`src/design/pilot_pkg.sv`:
```
package pilot_pkg;

  // ************************************************************
  // register map
  // ************************************************************
  localparam logic [7:0]  CTRL_OFS   = 8'h00;
  localparam logic [7:0]  TIMERS_OFS = 8'h04;
  localparam logic [7:0]  STATUS_OFS = 8'h08;

  // ************************************************************
  // control fields
  // ************************************************************
  localparam int SCHEME_LSB   = 0;
  localparam int RCVR_LSB     = 2;
  localparam int TWO_BRK_BIT  = 4;
  localparam int GSEL_LSB     = 5;

  localparam logic [1:0] SCHEME_OFF     = 2'h0;
  localparam logic [1:0] SCHEME_OVR     = 2'h1;
  localparam logic [1:0] SCHEME_UNDR    = 2'h2;
  localparam logic [1:0] SCHEME_OVR_BLK = 2'h3;
  localparam logic [1:0] RCVR_TWO       = 2'h2;

  localparam logic [1:0] SCHEME_RST   = SCHEME_OFF;
  localparam logic [1:0] RCVR_RST     = 2'h1;
  localparam logic       TWO_BRK_RST  = 1'b0;
  localparam logic [1:0] GSEL_RST     = 2'h3;

  // ************************************************************
  // timer fields, counted in sample periods
  // ************************************************************
  localparam int CPU_LSB = 0;
  localparam int CDO_LSB = 8;
  localparam int RPU_LSB = 16;
  localparam int RDO_LSB = 24;

  localparam logic [7:0] COORD_PU_RST = 8'h04;
  localparam logic [7:0] COORD_DO_RST = 8'h01;
  localparam logic [7:0] REV_PU_RST   = 8'h02;
  localparam logic [7:0] REV_DO_RST   = 8'h10;

  // ************************************************************
  // status fields
  // ************************************************************
  localparam int ST_TRIP  = 0;
  localparam int ST_KEY   = 1;
  localparam int ST_CMP   = 2;
  localparam int ST_COORD = 3;
  localparam int ST_REV   = 4;
  localparam int ST_OPEN  = 5;
  localparam int ST_RX    = 6;

endpackage

```
`src/design/pilot_scheme.sv`:
```
// Our own choices: the register offsets and the APB slave port.
`timescale 1ns/100ps
module pilot_scheme
  import pilot_pkg::*;
(
  input  wire logic        clk_i,
  input  wire logic        srst_i,
  input  wire logic        psel_i,
  input  wire logic        penable_i,
  input  wire logic        pwrite_i,
  input  wire logic [7:0]  paddr_i,
  input  wire logic [31:0] pwdata_i,
  output logic      [31:0] prdata_o,
  output logic             pready_o,
  output logic             pslverr_o,
  input  wire logic        zone1_i,
  input  wire logic        phase_over_i,
  input  wire logic        ground_dist_i,
  input  wire logic        ground_doc_i,
  input  wire logic        ground_dist_block_i,
  input  wire logic        ground_doc_block_i,
  input  wire logic        zone4_reverse_i,
  input  wire logic        out_of_step_i,
  input  wire logic        fault_detect_i,
  input  wire logic        permissive_rx_input_i,
  input  wire logic        permissive_rx2_i,
  input  wire logic        breaker1_open_input_i,
  input  wire logic        breaker2_open_input_i,
  output logic             trip_o,
  output logic             key_o
);

  // ************************************************************
  // state
  // ************************************************************
  typedef struct packed {
    logic [1:0]  scheme_select;
    logic [1:0]  receiver_count;
    logic        two_breakers;
    logic [1:0]  ground_sel;
    logic [7:0]  coord_pu;
    logic [7:0]  coord_do;
    logic [7:0]  rev_pu;
    logic [7:0]  rev_do;
    logic [31:0] prdata;
    logic        pready;
    logic        pslverr;
    logic        trip;
    logic        key;
  } state_s;

  state_s q, d;

  // ************************************************************
  // scheme decode
  // ************************************************************
  logic underreach_permissive_mode;
  logic overreach_permissive_mode;
  logic overreach_reverse_block_mode;
  logic any_overreach_mode;
  logic two_rx;
  logic overreach_combine;
  logic block_src;
  logic rev_guard;
  logic overreach_path;
  logic rx_combined;
  logic comparer_gate;
  logic coord_out;
  logic line_open_and;
  logic keying_or;
  logic fault_detect_gate;
  logic direct_trip;

  assign underreach_permissive_mode   = q.scheme_select == SCHEME_UNDR;
  assign overreach_permissive_mode    = q.scheme_select == SCHEME_OVR;
  assign overreach_reverse_block_mode = q.scheme_select == SCHEME_OVR_BLK;
  assign any_overreach_mode = overreach_permissive_mode |
                              overreach_reverse_block_mode;
  assign two_rx = q.receiver_count == RCVR_TWO;

  // phase overreach always in; ground paths chosen by setting
  assign overreach_combine = phase_over_i |
                             (q.ground_sel[0] & ground_dist_i) |
                             (q.ground_sel[1] & ground_doc_i);

  // each ground type brings its own blocking path
  assign block_src = any_overreach_mode &
                     ((q.ground_sel[0] & ground_dist_block_i) |
                      (q.ground_sel[1] & ground_doc_block_i) |
                      (overreach_reverse_block_mode &
                       zone4_reverse_i));

  // ************************************************************
  // reversal guard and coordination timers
  // ************************************************************
  // guard stretches blocking so a reversal after parallel-line
  // clearing cannot reach the comparer
  pickup_dropout_timer u_reversal_guard_timer (
    .clk_i     (clk_i),
    .srst_i    (srst_i),
    .in_i      (block_src),
    .pickup_i  (q.rev_pu),
    .dropout_i (q.rev_do),
    .out_o     (rev_guard)
  );

  assign overreach_path = overreach_combine & ~rev_guard;

  always_comb begin
    rx_combined = permissive_rx_input_i;
    if (two_rx && underreach_permissive_mode) begin
      rx_combined = permissive_rx_input_i | permissive_rx2_i;
    end else if (two_rx) begin
      rx_combined = permissive_rx_input_i & permissive_rx2_i;
    end
  end

  assign comparer_gate = (underreach_permissive_mode | any_overreach_mode)
                         & overreach_path & rx_combined
                         & ~out_of_step_i;

  pickup_dropout_timer u_trip_coord_timer (
    .clk_i     (clk_i),
    .srst_i    (srst_i),
    .in_i      (comparer_gate),
    .pickup_i  (q.coord_pu),
    .dropout_i (q.coord_do),
    .out_o     (coord_out)
  );

  // ************************************************************
  // trip and keying
  // ************************************************************
  assign direct_trip = underreach_permissive_mode & zone1_i;

  assign fault_detect_gate = fault_detect_i &
                             (direct_trip | coord_out);

  assign line_open_and = q.two_breakers ?
                         (breaker1_open_input_i &
                          breaker2_open_input_i) :
                         breaker1_open_input_i;

  // open-end keying would overtrip an ORed three-terminal pair
  assign keying_or = direct_trip |
                     (any_overreach_mode & overreach_combine) |
                     ((underreach_permissive_mode | any_overreach_mode) &
                      line_open_and &
                      ~(underreach_permissive_mode & two_rx));

  // ************************************************************
  // register bus
  // ************************************************************
  logic        access;
  logic        mapped;
  logic [31:0] rd_mux;
  logic [31:0] status;

  assign access = psel_i & penable_i;
  assign mapped = paddr_i == CTRL_OFS || paddr_i == TIMERS_OFS ||
                  paddr_i == STATUS_OFS;

  always_comb begin
    status = 32'h0000_0000;
    status[ST_TRIP]  = q.trip;
    status[ST_KEY]   = q.key;
    status[ST_CMP]   = comparer_gate;
    status[ST_COORD] = coord_out;
    status[ST_REV]   = rev_guard;
    status[ST_OPEN]  = line_open_and;
    status[ST_RX]    = rx_combined;
  end

  always_comb begin
    rd_mux = 32'h0000_0000;
    case (paddr_i)
      CTRL_OFS: begin
        rd_mux[SCHEME_LSB +: 2] = q.scheme_select;
        rd_mux[RCVR_LSB +: 2]   = q.receiver_count;
        rd_mux[TWO_BRK_BIT]     = q.two_breakers;
        rd_mux[GSEL_LSB +: 2]   = q.ground_sel;
      end
      TIMERS_OFS: begin
        rd_mux = {q.rev_do, q.rev_pu, q.coord_do, q.coord_pu};
      end
      STATUS_OFS: begin
        rd_mux = status;
      end
      default: begin
        rd_mux = 32'h0000_0000;
      end
    endcase
  end

  // ************************************************************
  // next state
  // ************************************************************
  always_comb begin
    d = q;
    // one wait state so every answer comes from a flip-flop
    d.pready  = access & ~q.pready;
    d.pslverr = access & ~q.pready & ~mapped;
    d.prdata  = (access & ~q.pready & ~pwrite_i) ? rd_mux : 32'h0;
    if (access && q.pready && pwrite_i) begin
      case (paddr_i)
        CTRL_OFS: begin
          d.scheme_select  = pwdata_i[SCHEME_LSB +: 2];
          d.receiver_count = pwdata_i[RCVR_LSB +: 2];
          d.two_breakers   = pwdata_i[TWO_BRK_BIT];
          d.ground_sel     = pwdata_i[GSEL_LSB +: 2];
        end
        TIMERS_OFS: begin
          d.coord_pu = pwdata_i[CPU_LSB +: 8];
          d.coord_do = pwdata_i[CDO_LSB +: 8];
          d.rev_pu   = pwdata_i[RPU_LSB +: 8];
          d.rev_do   = pwdata_i[RDO_LSB +: 8];
        end
        default: begin
          d.coord_pu = q.coord_pu;
        end
      endcase
    end
    d.trip = fault_detect_gate;
    d.key  = keying_or;
  end

  always_ff @(posedge clk_i) begin
    if (srst_i) begin
      q                <= '0;
      q.scheme_select  <= SCHEME_RST;
      q.receiver_count <= RCVR_RST;
      q.two_breakers   <= TWO_BRK_RST;
      q.ground_sel     <= GSEL_RST;
      q.coord_pu       <= COORD_PU_RST;
      q.coord_do       <= COORD_DO_RST;
      q.rev_pu         <= REV_PU_RST;
      q.rev_do         <= REV_DO_RST;
    end else begin
      q <= d;
    end
  end

  assign prdata_o  = q.prdata;
  assign pready_o  = q.pready;
  assign pslverr_o = q.pslverr;
  assign trip_o    = q.trip;
  assign key_o     = q.key;
endmodule // pilot_scheme

```
`src/design/pickup_dropout_timer.sv`:
```
`timescale 1ns/100ps
module pickup_dropout_timer (
  input  wire logic       clk_i,
  input  wire logic       srst_i,
  input  wire logic       in_i,
  input  wire logic [7:0] pickup_i,
  input  wire logic [7:0] dropout_i,
  output logic            out_o
);

  typedef struct packed {
    logic [7:0] cnt;
    logic       out;
  } tmr_s;

  tmr_s q, d;
  logic [8:0] nxt;

  always_comb begin
    d   = q;
    nxt = {1'b0, q.cnt} + 9'h001;
    if (q.out == (in_i)) begin
      d.cnt = 8'h00;
    end else if (nxt >= {1'b0, (q.out ? dropout_i : pickup_i)}) begin
      d.out = in_i;
      d.cnt = 8'h00;
    end else begin
      d.cnt = nxt[7:0];
    end
  end

  always_ff @(posedge clk_i) begin
    if (srst_i) begin
      q <= '0;
    end else begin
      q <= d;
    end
  end

  assign out_o = q.out;
endmodule // pickup_dropout_timer

```
`config.mk`:
```
export PLATFORM = sky130hd
export DESIGN_NAME = pilot_scheme
export DESIGN_NICKNAME = d
export VERILOG_FILES = /design/src/design/pilot_pkg.sv /design/src/design/pilot_scheme.sv /design/src/design/pickup_dropout_timer.sv
export SDC_FILE = /design/constraint.sdc
export NUM_CORES = 1
export LEC_CHECK = 0
export BUFFER_PORTS_ARGS = -buffer_cell sky130_fd_sc_hd__clkbuf_2
export CAP_MARGIN = 20
export CORE_MARGIN = 4
export CORE_UTILIZATION = 58
export CTS_CLUSTER_SIZE = 40
export DETAILED_ROUTE_END_ITERATION = 8
export PLACE_DENSITY = 0.85
export SYNTH_ARGS = -nofsm -noshare
export SYNTH_HDL_FRONTEND = slang
export SYNTH_SLANG_ARGS = --single-unit
```
`constraint.sdc`:
```
create_clock -name clk_i -period 5.1 [get_ports clk_i]
set_input_delay 0.765 -clock clk_i [delete_from_list [all_inputs] [get_ports clk_i]]
set_output_delay 0.765 -clock clk_i [all_outputs]
set_load 0.1 [all_outputs]
```
==> results.cfg <==
[clock_tree]
htreeDepth = 3
postCtsSetupBuffers = 0
clk_path_buf_depth = 2
post_cts_resized = 0
insertion_delay_ps = 360
cts_made_buffers = 9
clk_pin_slew_ps = 90
cts.sinks = 93
cts-root-buf = clkbuf_8
holdBufCountCts = 0
cts_tree = yes

[min_path]
hold_path.class = register to register
hold_path_startpoint = q[67]

[floorplanning]
start_util_pct = 60.5
die_y_um = 92.9
core_area_um2 = 6910
io-pin-count = 94
die-width_um = 92.9
std_cell_rows = 30
dieArea_um2 = 8630

[timing]
tns_ps = 0
rsz0062_at_grt = false
hold_violations = 0
worstMarginPinSlew_ps = 738
fmax_mhz = 348
post-route-period-util_pct = 56.4
setup_viol = 0
final_max_slew_viol_count = 0
finClkSkew_ps = 11.1
worst_slack_ps = 2220
finalCriticalPeriod_ps = 2880
relSlewSlack_pct = 50.4

[global_route]
grt_antenna_before_repair = 0
grt_pass1_wl_mm = 15.2
grt-ovfl-total = 0
grt_pass1_vias = 3279
grt_max_degree = 43
track_usage_pct = 22.2

[place]
dp_hpwl_mm = 6.94
place_area_um2 = 4460
port_buffers = 93
pre_cts_ws_ps = 2230
place_congestion = 0.870

[synth]
synth_top_area_share_pct = 44.6
syn-num-nets = 546
synth_edf_count = 0
synth.largest_area_cell = dfxtp_1
ys_types = 46
seq_area_frac_synth_pct = 44.6
syn_inst = 470
synth_area_leaders = dfxtp_1 45%, nand2_1 7.8%, mux2i_1 6.2%
synth.avg_cell_area_um2 = 8.89
ys_warn_count = 0
synth_area_um2 = 4180
ys_seq_elements = 93
ys.flop_type = dfxtp_1
synthArstFlopShare_pct = 0

[power_and_ir_drop]
power_density_nw_per_um2 = 272
power_mw = 1.29
leakage_nw = 1.98
irDropWorstVdd_uv = 138

[detailed_routing]
drtIter0Drc = 138
via_count = 3351
drtAntennaViolNets = 0
drt_drc_violations_left = 0
drtPass1Iterations = 5
avgViaCountPerCell = 5.35
drt_wl_total_mm = 9.38
wire_per_inst_um = 15.0

[worst_setup_path]
worstPathMaxFanout = 7
startpoint = u_reversal_guard_timer.q[1]
criticalPathCategory = register to register
end_kind = register
critPathLaunchType = register
r2r_setup_slack_ps = 2220
required_ps = 5380
arrival_ps = 3160
r2r-start = u_reversal_guard_timer.q[1]

[cells_and_area]
fin_nets = 601
multiInputGateArea_um2 = 1980
regArea_um2 = 1860
nFillCells = 557
drive_above_1_share_pct = 23.6
n_antenna_cell = 0
fin_area_um2 = 4730
area_growth_pct = 13.1

[flow_run]
maxCapViolations = 0

[run_status]
outcome = finished clean
[placed cells by master, fill, tap and decap left out, types with 4 or more instances in the layout]
master,count
a21oi_1,44
nand2_1,87
and2_1,25
ha_1,18
inv_1,5
nor2b_1,5
o21ai_0,5
clkbuf_8,10
nor2_1,30
dfxtp_1,93
clkbuf_2,93
xor2_1,7
mux2i_1,26
nand3_1,13
nor3b_1,4
nor3_1,7
xnor2_1,6
[state kept, by name, summed over array words and instances (netlist names)]
name                          cells
q                                39
pslverr_o                         1
u_reversal_guard_timer.out_o      1
u_reversal_guard_timer.q          8
pready_o                          1
key_o                             1
prdata_o                         32
trip_o                            1
u_trip_coord_timer.out_o          1
u_trip_coord_timer.q              8
[path summary, 6_finish.rpt]
path                            endpoint  cells past startpoint
max          u_reversal_guard_timer.q[2]                      9
max reg2reg  u_reversal_guard_timer.q[2]                      9
min                                q[67]                      2
min reg2reg                        q[67]                      2
[synthesized netlist by cell type (3+ instances only)]
| cell | count |
|---|---|
| nand2_1 | 87 |
| nor3b_1 | 4 |
| nand4_1 | 3 |
| dfxtp_1 | 93 |
| nand3_1 | 13 |
| nand2b_1 | 3 |
| and2_1 | 25 |
| ha_1 | 18 |
| and3_1 | 3 |
| xnor2_1 | 6 |
| buf_4 | 32 |
| inv_1 | 5 |
| nor2b_1 | 5 |
| clkbuf_1 | 15 |
| mux2i_1 | 26 |
| a21o_1 | 3 |
| and4bb_2 | 3 |
| buf_2 | 3 |
| xor2_1 | 7 |
| nor2_1 | 30 |
| o21ai_0 | 5 |
| a21oi_1 | 44 |
| nor3_1 | 7 |
| buf_1 | 3 |
[per-stage QoR]
stage,util (%),cells,hold WS [ps]
after CTS,67.6,624,471
final,68.4,626,471
after detailed placement,64.6,608,459
after floorplan,-,470,437
after global placement,64.6,608,454
after global routing,68.4,626,500
[worst max-delay path, stage by stage (launching register included)]
cell and delay [ps]:
dfxtp_1 410, ha_1 240, nand3_1 120, xnor2_1 290, ha_1 310, a211oi_1 260
nand2_1 110, a211oi_1 470, nand3_1 340, nor3b_1 250
[layer usage]
layer	global-route usage, %	part of all wire, %	up-vias
met2	37.1	49	106
met4	7.57	1.4	0
met3	4.47	7.0	11
met5	0	0	-
li1	-	-	1658
met1	28.6	43	1576
[final cells by class]
class,count,share of cell area (%)
multi-input combinational,318,41.9
sequential,93,39.4
timing repair buffer,97,11.3
clock buffer,10,2.91
tap,96,2.54
clock inverter,6,1.48
inverter,6,0.477
[where the power goes]
group / total (mW) / internal (mW) / switching [mW]
Clock: 0.508 / 0.244 / 0.263
Combinational: 0.0518 / 0.0213 / 0.0305
Sequential: 0.726 / 0.726 / 0.000415
[logic make-up after synthesis]
logic type               count (synthesis)  synth area share (%)
AO/OA/AOI/OAI                           63                  8.74
XOR/XNOR                                14                  3.11
adder cells (fa/ha/maj)                 18                  5.39
buffers and inverters                   59                  8.26
flip-flops                              93                  44.6
multiplexers                            28                  6.77
AND/OR/NAND/NOR                        195                  23.2
No activity file was read; power rests on OpenSTA's default activity.
